--- src/inc/safety_io_pkg.sv ---
// Shared constants and carrier types for the safety I/O interface.
package safety_io_pkg;
    localparam int CLK_PERIOD_NS = 40;
    localparam int FILT_NS       = 2000;
    localparam int FILT_CYC      = (FILT_NS + CLK_PERIOD_NS - 1) / CLK_PERIOD_NS;
    localparam int QUARTER_NS    = 40000;
    localparam int QUARTER_CYC   = QUARTER_NS / CLK_PERIOD_NS;
    localparam logic [7:0] FILT_LAST    = 8'(FILT_CYC);
    localparam logic [9:0] QUARTER_LAST = 10'(QUARTER_CYC - 1);

    localparam int NUM_IN   = 6;
    localparam int NUM_DUAL = 10;
    localparam int NUM_OUT  = 4;
    localparam int FN_W     = 3;
    localparam logic [2:0] STO_FN = 3'h0;

    localparam logic [7:0] OFS_CTRL   = 8'h00;
    localparam logic [7:0] OFS_INCFG  = 8'h04;
    localparam logic [7:0] OFS_INMAP  = 8'h08;
    localparam logic [7:0] OFS_CHCFG  = 8'h0c;
    localparam logic [7:0] OFS_CHOUT  = 8'h10;
    localparam logic [7:0] OFS_OUTCFG = 8'h14;
    localparam logic [7:0] OFS_DISC   = 8'h18;
    localparam logic [7:0] OFS_STATUS = 8'h1c;
    localparam logic [7:0] OFS_FAULT  = 8'h20;

    localparam logic [31:0] MASK_CTRL   = 32'h0000_0001;
    localparam logic [31:0] MASK_INCFG  = 32'h0000_3f3f;
    localparam logic [31:0] MASK_INMAP  = 32'h0003_ffff;
    localparam logic [31:0] MASK_CHCFG  = 32'h0000_0773;
    localparam logic [31:0] MASK_CHOUT  = 32'h0000_ffff;
    localparam logic [31:0] MASK_OUTCFG = 32'h1f1f_1f1f;
    localparam logic [31:0] MASK_DISC   = 32'h0000_ffff;
    localparam logic [31:0] MASK_FAULT  = 32'h0000_0007;
    localparam logic [31:0] RST_OUTCFG  = 32'h1010_1010;
    localparam logic [31:0] RST_DISC    = 32'h0000_00fa;

    localparam int SINGLE_BIT = 0;
    localparam int TST_POS    = 8;
    localparam int CH_MAP_POS = 4;
    localparam int OUT_AX_BIT = 3;
    localparam int OUT_INV_BIT = 4;
    localparam int ST_INH_POS = 8;
    localparam int ST_FLT_BIT = 16;

    localparam logic [1:0] RESP_OKAY   = 2'b00;
    localparam logic [1:0] RESP_SLVERR = 2'b10;

    typedef struct packed {
        logic        awvalid;
        logic [7:0]  awaddr;
        logic        wvalid;
        logic [31:0] wdata;
        logic [3:0]  wstrb;
        logic        bready;
        logic        arvalid;
        logic [7:0]  araddr;
        logic        rready;
    } axil_req_t;

    typedef struct packed {
        logic        awready;
        logic        wready;
        logic        bvalid;
        logic [1:0]  bresp;
        logic        arready;
        logic        rvalid;
        logic [31:0] rdata;
        logic [1:0]  rresp;
    } axil_rsp_t;
endpackage : safety_io_pkg
--- src/hw/safety_io_interface.sv ---
// Safety I/O evaluation, test clocks, chain and safe outputs behind an AXI4-Lite slave.
//
// Contract
// - A missing voltage on any safe input counts as active and triggers its function.
// - Six dual-channel low-active safe inputs, each mapped to one safety function.
// - In single-axis mode all safe inputs may serve axis one.
// - Optional filter keeps short sensor test pulses from toggling the input state.
// - Test clocks from cycle outputs must return on tested inputs, else crossfault.
// - Two dual-channel low-active torque-off inputs assert pulse inhibit per axis.
// - Pulse inhibit blocks switching pulses and leaves motor supply untouched.
// - Each chain input maps to one function and is individually enabled.
// - Two dual-channel chain outputs forward active functions to the next module.
// - A chain output goes to zero volts when any selected function is active.
// - Several functions may be selected per chain output, combined by OR.
// - Four safe outputs, each freely assigned to an axis and function.
// - In single-axis mode all safe outputs may serve axis one.
// - Per-output polarity; inverted low-active is the default.
// - Diagnostics detect safe output lines shorted to other potentials.
// - Four cycle outputs drive test clock patterns.
// - A clocks of both groups share phase; B clocks are a quarter period off.
// - Faults are told apart only by A against B; A-to-A shorts go unseen.
`timescale 1ns/1ns
module safety_io_interface (
    input  wire logic                      ref_clk,
    input  wire logic                      rst,
    input  wire logic                      ce,
    input  wire safety_io_pkg::axil_req_t  bus_req,
    output safety_io_pkg::axil_rsp_t       bus_rsp,
    input  wire logic [5:0]                safe_in_a_n,
    input  wire logic [5:0]                safe_in_b_n,
    input  wire logic [1:0]                sto_in_a_n,
    input  wire logic [1:0]                sto_in_b_n,
    input  wire logic [1:0]                chain_in_a_n,
    input  wire logic [1:0]                chain_in_b_n,
    input  wire logic [15:0]               sfn_active,
    input  wire logic [3:0]                out_fb,
    input  wire logic [11:0]               pwm_in,
    output logic      [1:0]                chain_out_a_n,
    output logic      [1:0]                chain_out_b_n,
    output logic      [3:0]                safe_out,
    output logic      [3:0]                cyc_out,
    output logic      [15:0]               sfn_request,
    output logic      [1:0]                pulse_inhibit,
    output logic      [11:0]               pwm_out,
    output logic                           fault
);
    typedef struct packed {
        logic                    awg;
        logic                    wg;
        logic [7:0]              aw_a;
        logic [31:0]             wd;
        logic [3:0]              ws;
        logic                    bv;
        logic [1:0]              bresp;
        logic                    rv;
        logic [1:0]              rresp;
        logic [31:0]             rdata;
        logic [31:0]             ctrl;
        logic [31:0]             incfg;
        logic [31:0]             inmap;
        logic [31:0]             chcfg;
        logic [31:0]             chout;
        logic [31:0]             outcfg;
        logic [31:0]             disc;
        logic [2:0]              cause;
        logic [1:0]              ph;
        logic [9:0]              qcnt;
        logic [3:0]              cyc;
        logic [5:0]              eva;
        logic [5:0]              evb;
        logic [5:0][7:0]         fcnt;
        logic [5:0]              act;
        logic [9:0][15:0]        dcnt;
        logic [15:0]             req;
        logic [1:0]              inh;
        logic [1:0]              chn;
        logic [3:0]              sout;
        logic [11:0]             pwm;
    } state_t;

    state_t q;
    state_t d;

    logic        aw_ok;
    logic        w_ok;
    logic        ar_ok;
    logic        do_wr;
    logic [7:0]  wa;
    logic [31:0] wdat;
    logic [3:0]  wst;
    logic [2:0]  clr;
    logic        tick;
    logic        single;
    logic        raw;
    logic        ax;
    logic        xf_in;
    logic        xd;
    logic        xo;
    logic        flt;
    logic [15:0] rq;
    logic [1:0]  inh;
    logic [9:0]  da;
    logic [9:0]  db;
    logic [7:0]  o;

    function automatic logic [31:0] wr(input logic [31:0] old, input logic [31:0] val,
                                       input logic [3:0] strb, input logic [31:0] mask);
        logic [31:0] r;
        r = old;
        for (int k = 0; k < 4; k++) begin
            if (strb[k]) begin
                r[8*k +: 8] = val[8*k +: 8];
            end
        end
        return r & mask;
    endfunction : wr

    always_comb begin
        d = q;
        raw = 1'b0;
        ax = 1'b0;
        o = '0;
        single = q.ctrl[safety_io_pkg::SINGLE_BIT];
        aw_ok = bus_req.awvalid && !q.awg && !q.bv;
        w_ok = bus_req.wvalid && !q.wg && !q.bv;
        ar_ok = bus_req.arvalid && !q.rv;
        do_wr = (q.awg || aw_ok) && (q.wg || w_ok);
        wa = q.awg ? q.aw_a : bus_req.awaddr;
        wdat = q.wg ? q.wd : bus_req.wdata;
        wst = q.wg ? q.ws : bus_req.wstrb;
        clr = '0;
        if (q.bv && bus_req.bready) begin
            d.bv = 1'b0;
        end
        if (aw_ok) begin
            d.awg = 1'b1;
            d.aw_a = bus_req.awaddr;
        end
        if (w_ok) begin
            d.wg = 1'b1;
            d.wd = bus_req.wdata;
            d.ws = bus_req.wstrb;
        end
        // Address and data may arrive in either order; the write fires in the cycle the second of them is accepted.
        if (do_wr) begin
            d.awg = 1'b0;
            d.wg = 1'b0;
            d.bv = 1'b1;
            d.bresp = safety_io_pkg::RESP_OKAY;
            if (wa == safety_io_pkg::OFS_CTRL) begin
                d.ctrl = wr(q.ctrl, wdat, wst, safety_io_pkg::MASK_CTRL);
            end else if (wa == safety_io_pkg::OFS_INCFG) begin
                d.incfg = wr(q.incfg, wdat, wst, safety_io_pkg::MASK_INCFG);
            end else if (wa == safety_io_pkg::OFS_INMAP) begin
                d.inmap = wr(q.inmap, wdat, wst, safety_io_pkg::MASK_INMAP);
            end else if (wa == safety_io_pkg::OFS_CHCFG) begin
                d.chcfg = wr(q.chcfg, wdat, wst, safety_io_pkg::MASK_CHCFG);
            end else if (wa == safety_io_pkg::OFS_CHOUT) begin
                d.chout = wr(q.chout, wdat, wst, safety_io_pkg::MASK_CHOUT);
            end else if (wa == safety_io_pkg::OFS_OUTCFG) begin
                d.outcfg = wr(q.outcfg, wdat, wst, safety_io_pkg::MASK_OUTCFG);
            end else if (wa == safety_io_pkg::OFS_DISC) begin
                d.disc = wr(q.disc, wdat, wst, safety_io_pkg::MASK_DISC);
            end else if (wa == safety_io_pkg::OFS_FAULT) begin
                clr = 3'(wr(32'h0, wdat, wst, safety_io_pkg::MASK_FAULT));
            end else if (wa != safety_io_pkg::OFS_STATUS) begin
                d.bresp = safety_io_pkg::RESP_SLVERR;
            end
        end
        if (q.rv && bus_req.rready) begin
            d.rv = 1'b0;
        end
        if (ar_ok) begin
            d.rv = 1'b1;
            d.rresp = safety_io_pkg::RESP_OKAY;
            d.rdata = '0;
            if (bus_req.araddr == safety_io_pkg::OFS_CTRL) begin
                d.rdata = q.ctrl;
            end else if (bus_req.araddr == safety_io_pkg::OFS_INCFG) begin
                d.rdata = q.incfg;
            end else if (bus_req.araddr == safety_io_pkg::OFS_INMAP) begin
                d.rdata = q.inmap;
            end else if (bus_req.araddr == safety_io_pkg::OFS_CHCFG) begin
                d.rdata = q.chcfg;
            end else if (bus_req.araddr == safety_io_pkg::OFS_CHOUT) begin
                d.rdata = q.chout;
            end else if (bus_req.araddr == safety_io_pkg::OFS_OUTCFG) begin
                d.rdata = q.outcfg;
            end else if (bus_req.araddr == safety_io_pkg::OFS_DISC) begin
                d.rdata = q.disc;
            end else if (bus_req.araddr == safety_io_pkg::OFS_STATUS) begin
                d.rdata[5:0] = q.act;
                d.rdata[safety_io_pkg::ST_INH_POS +: 2] = q.inh;
                d.rdata[safety_io_pkg::ST_FLT_BIT] = |q.cause;
            end else if (bus_req.araddr == safety_io_pkg::OFS_FAULT) begin
                d.rdata[2:0] = q.cause;
            end else begin
                d.rresp = safety_io_pkg::RESP_SLVERR;
            end
        end

        // Quarter-period phase counter: A is the upper phase bit, B its gray neighbour.
        tick = (q.qcnt == safety_io_pkg::QUARTER_LAST);
        d.qcnt = tick ? '0 : q.qcnt + 10'h001;
        d.ph = tick ? q.ph + 2'h1 : q.ph;
        d.cyc = {d.ph[1] ^ d.ph[0], d.ph[1], d.ph[1] ^ d.ph[0], d.ph[1]};

        xf_in = 1'b0;
        rq = '0;
        inh = '0;
        for (int i = 0; i < safety_io_pkg::NUM_IN; i++) begin
            // A tested line may only be high while its own clock is high.
            if (tick && q.incfg[safety_io_pkg::TST_POS + i]) begin
                if (q.cyc[(i >= 3) ? 2 : 0]) begin
                    d.eva[i] = safe_in_a_n[i];
                end else if (safe_in_a_n[i]) begin
                    xf_in = 1'b1;
                end
                if (q.cyc[(i >= 3) ? 3 : 1]) begin
                    d.evb[i] = safe_in_b_n[i];
                end else if (safe_in_b_n[i]) begin
                    xf_in = 1'b1;
                end
            end
            if (q.incfg[safety_io_pkg::TST_POS + i]) begin
                raw = !q.eva[i] || !q.evb[i];
            end else begin
                raw = !safe_in_a_n[i] || !safe_in_b_n[i];
            end
            if (!raw) begin
                d.fcnt[i] = '0;
            end else if (q.fcnt[i] != safety_io_pkg::FILT_LAST) begin
                d.fcnt[i] = q.fcnt[i] + 8'h01;
            end
            // The filter trades a short activation delay for immunity to test pulses.
            d.act[i] = q.incfg[i] ? (raw && q.fcnt[i] == safety_io_pkg::FILT_LAST) : raw;
            ax = !single && (i >= 3);
            if (d.act[i]) begin
                rq[{ax, q.inmap[3*i +: 3]}] = 1'b1;
            end
        end
        for (int k = 0; k < 2; k++) begin
            ax = !single && (k == 1);
            if (!sto_in_a_n[k] || !sto_in_b_n[k]) begin
                rq[{ax, safety_io_pkg::STO_FN}] = 1'b1;
                inh[ax] = 1'b1;
            end
            if (q.chcfg[k] && (!chain_in_a_n[k] || !chain_in_b_n[k])) begin
                rq[{ax, q.chcfg[safety_io_pkg::CH_MAP_POS + 4*k +: 3]}] = 1'b1;
            end
        end
        if (single) begin
            inh[1] = 1'b1;
        end

        da = {chain_in_a_n, sto_in_a_n, safe_in_a_n};
        db = {chain_in_b_n, sto_in_b_n, safe_in_b_n};
        xd = 1'b0;
        for (int j = 0; j < safety_io_pkg::NUM_DUAL; j++) begin
            if (da[j] == db[j]) begin
                d.dcnt[j] = '0;
            end else if (q.dcnt[j] >= q.disc[15:0]) begin
                xd = 1'b1;
            end else begin
                d.dcnt[j] = q.dcnt[j] + 16'h0001;
            end
        end
        xo = (q.sout != out_fb);
        d.cause = (q.cause & ~clr) | {xo, xf_in, xd};
        flt = |d.cause;
        if (flt) begin
            rq = '1;
            inh = '1;
        end
        d.req = rq;
        d.inh = inh;
        d.pwm = pwm_in & ~{{6{inh[1]}}, {6{inh[0]}}};
        for (int k = 0; k < 2; k++) begin
            d.chn[k] = !(|(q.chout[8*k +: 8] & sfn_active[8*k +: 8]) || flt);
        end
        for (int j = 0; j < safety_io_pkg::NUM_OUT; j++) begin
            o = q.outcfg[8*j +: 8];
            ax = o[safety_io_pkg::OUT_AX_BIT] && !single;
            raw = sfn_active[{ax, o[2:0]}] || flt;
            d.sout[j] = o[safety_io_pkg::OUT_INV_BIT] ? !raw : raw;
        end
    end

    always_ff @(posedge ref_clk) begin
        if (rst) begin
            q <= '0;
            q.outcfg <= safety_io_pkg::RST_OUTCFG;
            q.disc <= safety_io_pkg::RST_DISC;
            q.req <= '1;
            q.inh <= '1;
            q.sout <= 4'hf;
        end else if (ce) begin
            q <= d;
        end
    end

    assign bus_rsp.awready = !q.awg && !q.bv;
    assign bus_rsp.wready = !q.wg && !q.bv;
    assign bus_rsp.bvalid = q.bv;
    assign bus_rsp.bresp = q.bresp;
    assign bus_rsp.arready = !q.rv;
    assign bus_rsp.rvalid = q.rv;
    assign bus_rsp.rdata = q.rdata;
    assign bus_rsp.rresp = q.rresp;
    assign chain_out_a_n = q.chn;
    assign chain_out_b_n = q.chn;
    assign safe_out = q.sout;
    assign cyc_out = q.cyc;
    assign sfn_request = q.req;
    assign pulse_inhibit = q.inh;
    assign pwm_out = q.pwm;
    assign fault = |q.cause;
endmodule : safety_io_interface

--- config.mk ---
export PLATFORM = sky130hd
export DESIGN_NAME = safety_io_interface
export DESIGN_NICKNAME = d
export VERILOG_FILES = /design/src/inc/safety_io_pkg.sv /design/src/hw/safety_io_interface.sv
export SDC_FILE = /design/constraint.sdc
export NUM_CORES = 1
export LEC_CHECK = 0
export ABC_AREA = 0
export BUFFER_PORTS_ARGS = -buffer_cell sky130_fd_sc_hd__clkbuf_2
export CORE_MARGIN = 2
export CORE_UTILIZATION = 35
export CTS_BUF_LIST = sky130_fd_sc_hd__clkbuf_4 sky130_fd_sc_hd__clkbuf_8
export DETAILED_ROUTE_END_ITERATION = 10
export PLACE_DENSITY = 0.54
export SYNTH_ARGS = -nofsm -noshare
export SYNTH_HDL_FRONTEND = slang
export SYNTH_SLANG_ARGS = --single-unit
--- constraint.sdc ---
create_clock -name ref_clk -period 2.85 [get_ports ref_clk]
set_input_delay 0.4275 -clock ref_clk [delete_from_list [all_inputs] [get_ports ref_clk]]
set_output_delay 0.4275 -clock ref_clk [all_outputs]
set_load 0.01 [all_outputs]
# Word-level counts from Yosys, hierarchy flattened
# Cells that the tools add are included.
# W data, S select, Z words.
[classes]
addsub = 18
n_lt_le_gt_ge = 34
eq_ne = 56
n_mux = 197
n_bitwise = 23
reduce_logical = 167
[ops]
columns = ["op", "n"]
rows = [
  ["$mux W16", 29],
  ["$mux W29", 7],
  ["$add A16 B1 Y16 const B", 10],
  ["$ge A16 B16 Y1", 10],
  ["$mux W8", 14],
  ["$mux W1", 89],
  ["$eq A8 B6 Y1 const B", 8],
  ["$or A16 B16 Y16", 4],
  ["$eq A8 B5 Y1 const B", 7],
  ["$mux W2", 25],
  ["$add A8 B1 Y8 const B", 6],
  ["$ne A8 B6 Y1 const B", 6],
  ["$or A16 B8 Y16", 3],
  ["$reduce_and A2 Y1", 24],
  ["$lt A4 B5 Y1 const B", 9],
  ["$logic_not A1 Y1", 43],
  ["$mux W3", 14],
  ["$logic_and A1 B1 Y1", 38],
  ["$reduce_and A3 Y1", 12],
  ["$reduce_and A9 Y1", 4],
  ["$mux W35", 1],
  ["$eq A8 B4 Y1 const B", 4],
  ["$ne A2 B2 Y1 const B", 16],
  ["$logic_or A1 B1 Y1", 24],
  ["other kinds (39)", 88],
]
[word_totals]
regBits = 453
output_inout_bits = 84
elab_cells = 559

# Longest topological paths before layout
[logic_depth]
ltp_word = 35
depth_mapped = 12
mapped_depth_nobuf = 10

# Worst setup path before layout
# OpenSTA, ideal clock, no wires.
[synth_path]
path_kind = "register -> register"
start = "register q[281] in the netlist's numbering"
end = "register q (netlist bit pulse_inhibit[1])"
setup_ns = 0.120
t_arrival_ns = 2.834
required_ns = 2.730
slack_ns = -0.104
path_stages_with_launch = 10
path_buffers = 0
period_less_slack_ns = 2.954
cell_sequence = "dfxtp_1 -> ha_1 -> nand2b_1 -> a2111oi_0 -> a2111oi_0 -> or4b_4 -> nand2_1 -> nand4_2 -> o41a_1 -> a211o_1"
[synth_between]
elab_chain_len = 24
elab_cells_between_ends = 33
cone_classes = "10 x order compare; 21 x mux; 1 x bitwise; 1 x reduce/logical"
[synth_rtl]
columns = ["element", "line_no", "source"]
rows = [
  ["start: declaration", "safety_io_interface.sv:81", "state_t q;"],
  ["$ge A16 B16 Y1", "safety_io_interface.sv:262", "end else if (q.dcnt[j] >= q.disc[15:0]) begin"],
  ["$mux W1", "safety_io_interface.sv:262", ""],
  ["$mux W1", "safety_io_interface.sv:260", "if (da[j] == db[j]) begin"],
  ["$mux W1", "safety_io_interface.sv:262", ""],
  ["$mux W1", "safety_io_interface.sv:260", ""],
  ["$mux W1", "safety_io_interface.sv:262", ""],
  ["$mux W1", "safety_io_interface.sv:260", ""],
  ["$mux W1", "safety_io_interface.sv:262", ""],
  ["[8 not listed]", "n/a", ""],
  ["$mux W1", "safety_io_interface.sv:260", ""],
  ["$mux W1", "safety_io_interface.sv:262", ""],
  ["$mux W1", "safety_io_interface.sv:260", ""],
  ["$mux W1", "safety_io_interface.sv:262", ""],
  ["$mux W1 (*)", "safety_io_interface.sv:260", ""],
  ["$or A3 B3 Y3 (*)", "safety_io_interface.sv:269", "d.cause = (q.cause & ~clr) | {xo, xf_in, xd};"],
  ["$reduce_or A3 Y1 (*)", "safety_io_interface.sv:270", "flt = |d.cause;"],
  ["$mux W2 (*)", "safety_io_interface.sv:271", "if (flt) begin"],
]
# Every way passes the cells marked *; elsewhere a longest branch is shown, timed or not.
# A chain may end at the register's enable or synchronous reset.

# Worst setup path after layout
[layout_path]
start = "register q[287] in the netlist's numbering"
end = "register q (netlist bit pulse_inhibit[1])"
# The elaborated chain is that of the path after synthesis.

==> results.md <==
- Result of the run: finished with violations
- Failing checks: negative setup slack
- Die height: 272 µm
- Tot GR Track Use: 0.225
- CTS tree: done
- Buf/Inv on CP: 3
- Top Ports: 196
- Arrival time worst endpoint: around 3.6 ns
- Synth Area per Inst: between 8 and 9 µm²
- Seq/Total Area, Yosys: 0.349
- RSZ-0062 raised after global routing: true
- First-pass DRT Iterations: 7
- Initial antenna violation count: 9
- CP Class: flip-flop to flip-flop
- Clock Latency Late Sink: 0.71 ns
- CTS root buffer: clkbuf_8
- Pleak: 12.8 nW
- Number of global-route vias before repair: roughly 22000
- Remaining routing DRC violations: 0
- H-tree depth: 3
- Die area: 74000 µm²
- R2R Setup Slk: -0.16 ns
- EDFF count, synth: 0
- Final Setup Violations: 52
- Reg2reg start: q[287]
- Clk buf depth: 3
- Crit-path slowest cell: or4b_4
- DP Area: 28400 µm²
- Max incr delay on CP: about 0.55 ns
- Layout Cell Area excl Fill: 32700 µm²
- Synth Warn #: 0
- Max Fclk: ~0.33 GHz
- Starting density of the core: 0.352
- Post-synth ARST share: 0
- Path length in cells of the critical path: 12
- Maxcap violations: 0
- Clock skew: 0.0486 ns
- Routed Antenna Nets: 0
- PortBufs: between 150 and 200
- Total negative slack: -3.74 ns
- Period utilization: 1.06
- Main synth FF type: dfxtp_1
- Crit path launch: q[287]
- CP Max Fanout: 5
- Worst hold-check slack: 0.0503 ns
- Dpl hpwl: 62800 µm
- Pwr dens: 440 nW/µm²
- Worst Hold Class: primary input to flip-flop
- Synth Instances: 3033
- Final hold vios: 0
- Share of cells above drive strength 1: 0.254
- Rel. slew slack: 0.435
- CP Capture Point: pulse_inhibit[1]
- #FFs+latches synth: 439
- RR Endpoint: pulse_inhibit[1]
- Clock-pin slew on the worst setup and hold paths: 0.06 ns
- Avg Vias per Cell: between 5 and 6
- Final Slew Violations: 0
- Req. time, crit path: 3.44 ns
- Slew @ Worst Pin: ~0.85 ns
- CP Launch Type: flip-flop
- Total gr overflow: 0
- HP Start: safe_in_b_n[3]
- Routed wire length: 86700 µm
- Largest net degree at the start of global routing: around 110
- # rows: 98
- Placer's final routability congestion estimate: 0.977
- CTS Sinks: roughly 440
- Reg2Reg Depth: 12
- Die width: 272 µm
- Crit-path cells: clkinvlp_4 > buf_6 > ha_4 > nand2_2 > or2_4 > o221ai_2 > or4b_4 > nand2_4 > nand4_4 > o41a_1 > buf_4 > a211o_1
- Layout Nets: 3747
- Final Worst Setup Slack: -0.161 ns
- Worst vdd ir: approximately 0.35 mV
- Netlist cell types: 86
- Mapped Area: 25200 µm²
- Min cycle time layout: 3.01 ns
- Area grow syn2layout: 29.9%
- Crit-path leading delay family: simple AND/OR/NAND/NOR gates
- Inserted Clock Buffers: 84
- Vias after detailed routing: 23900
- Core box area: 71400 µm²
- Wire length of the first global-routing pass: 130000 µm
- Initial DRC count: 1851
- Post-Place Setup Slack: -0.353 ns
- Routed WL per cell: 19.4 µm
- Crit end category: flip-flop
## per-stage QoR
step,power (mW),instances,utilization
2_1_floorplan,7.10,3040,-
3_3_place_gp,7.66,4216,0.398
3_5_place_dp,7.66,4216,0.398
4_1_cts,14.5,4428,0.443
5_1_grt,14.9,4457,0.458
6_report,14.4,4457,0.458
## per-layer routing
metal / wire (µm) / global-route usage / share of wire / vias up
li1: - / - / - / 11700
met1: 39100 / 0.304 / 0.45 / 11200
met2: 37900 / 0.344 / 0.44 / 794
met3: 6220 / 0.0509 / 0.072 / 165
met4: 3400 / 0.0998 / 0.039 / 10
met5: 73 / 0 / 0.00084 / -
## cell type report
| cell class | instances | area [µm²] |
|---|---|---|
| Antenna cell | 3 | 7.51 |
| Timing Repair Buffer | 535 | 4150 |
| Multi-Input combinational cell | 2275 | 16300 |
| Clock inverter | 13 | 148 |
| Tap cell | 950 | 1190 |
| Sequential cell | 439 | 8810 |
| Fill cell | 7039 | 38700 |
| Clock buffer | 135 | 1640 |
| Inverter | 107 | 414 |
## where the power goes
group	switching, mW	total, mW	internal (mW)
Combinational	0.857	1.39	0.535
Clock	2.92	6.67	3.75
Sequential	0.0808	6.32	6.24
Total	3.86	14.4	10.5
## synthesized netlist by cell type, types with 6 or more instances
library cell	number	area [µm²]
or4_1	16	120
xor2_1	91	797
or2_2	6	37.5
a211oi_1	100	751
nand4b_1	12	105
mux4_2	20	450
a2111oi_0	7	61.3
o21bai_1	17	128
and4_1	11	96.3
xnor2_1	65	569
a221oi_1	11	96.3
o2111ai_1	7	61.3
and3_1	46	288
a211o_1	12	105
mux2_2	8	90.1
a31oi_1	15	93.8
nand3_1	110	551
o22ai_1	9	56.3
buf_1	17	63.8
nand2b_1	18	113
nor3_1	63	315
a222oi_1	6	60.1
clkbuf_1	114	428
buf_2	8	40.0
nor2_1	417	1570
nand2_1	277	1040
nand4_1	83	519
o31ai_1	8	60.1
nor2b_1	28	175
a21o_1	35	263
ha_1	193	2410
a22oi_1	31	233
dfxtp_1	439	8790
mux2i_1	57	571
inv_1	105	394
or3_1	43	269
o21ba_2	6	60.1
o211ai_1	7	52.6
a21oi_1	184	921
a22o_1	6	52.6
o21ai_0	101	505
nor4_1	36	225
nor3b_1	10	75.1
buf_4	80	601
o41ai_1	8	70.1
## cell usage in the layout, fill, tap and decap left out, drive strengths merged, types with 65 or more instances in the layout
master	instances
ha	193
nand3	110
clkbuf	315
nor2	417
buf	310
nand2	277
a211oi	102
nand4	84
a21oi	185
xnor2	65
o21ai	103
dfxtp	439
inv	104
xor2	91
## worst min path at each step
stage / to / slack (ns) / cells after the start
final: q[253] / 0.05 / 3
after global routing: q[261] / 0.06 / 3
after CTS: q[253] / 0.004 / 3
after detailed placement: q[575] / 0.45 / 2
after global placement: q[575] / 0.44 / 2
after floorplan: q[250] / 0.43 / 2
## worst min-delay path, delay by kind of cell
kind | cells | cell delay [ns]
simple gates | 1 | 0.09
buf+inv | 1 | 0.13
compound gates | 1 | 0.06
## cells by family after synthesis
kind of cell,Yosys count,share of synthesized area
compound gates,625,0.165
flops,439,0.349
simple gates,1207,0.230
fa+ha+maj,193,0.0960
buf+inv,327,0.0612
mux,85,0.0442
other cells,1,0.000149
xor+xnor,156,0.0543
## registers in the layout, summed over array words and instances, names as in the netlist
name,cells
bus_rsp,30
pwm_out,12
chain_out_a_n,2
sfn_request,16
q,366
o,5
pulse_inhibit,2
cyc_out,2
safe_out,4
## what timing repair did
| action | in CTS | in global routing |
|---|---|---|
| hold buffers | 45 | 0 |
| hold endpoints to repair | 45 | 0 |
| gates cloned | 3 | 3 |
| setup buffers | 16 | 26 |
| pin swaps | 32 | 91 |
| endpoints found under the setup margin | 81 | 143 |
| gates resized for setup | 139 | 178 |
Note: power is estimated with default switching activity, not from simulation.
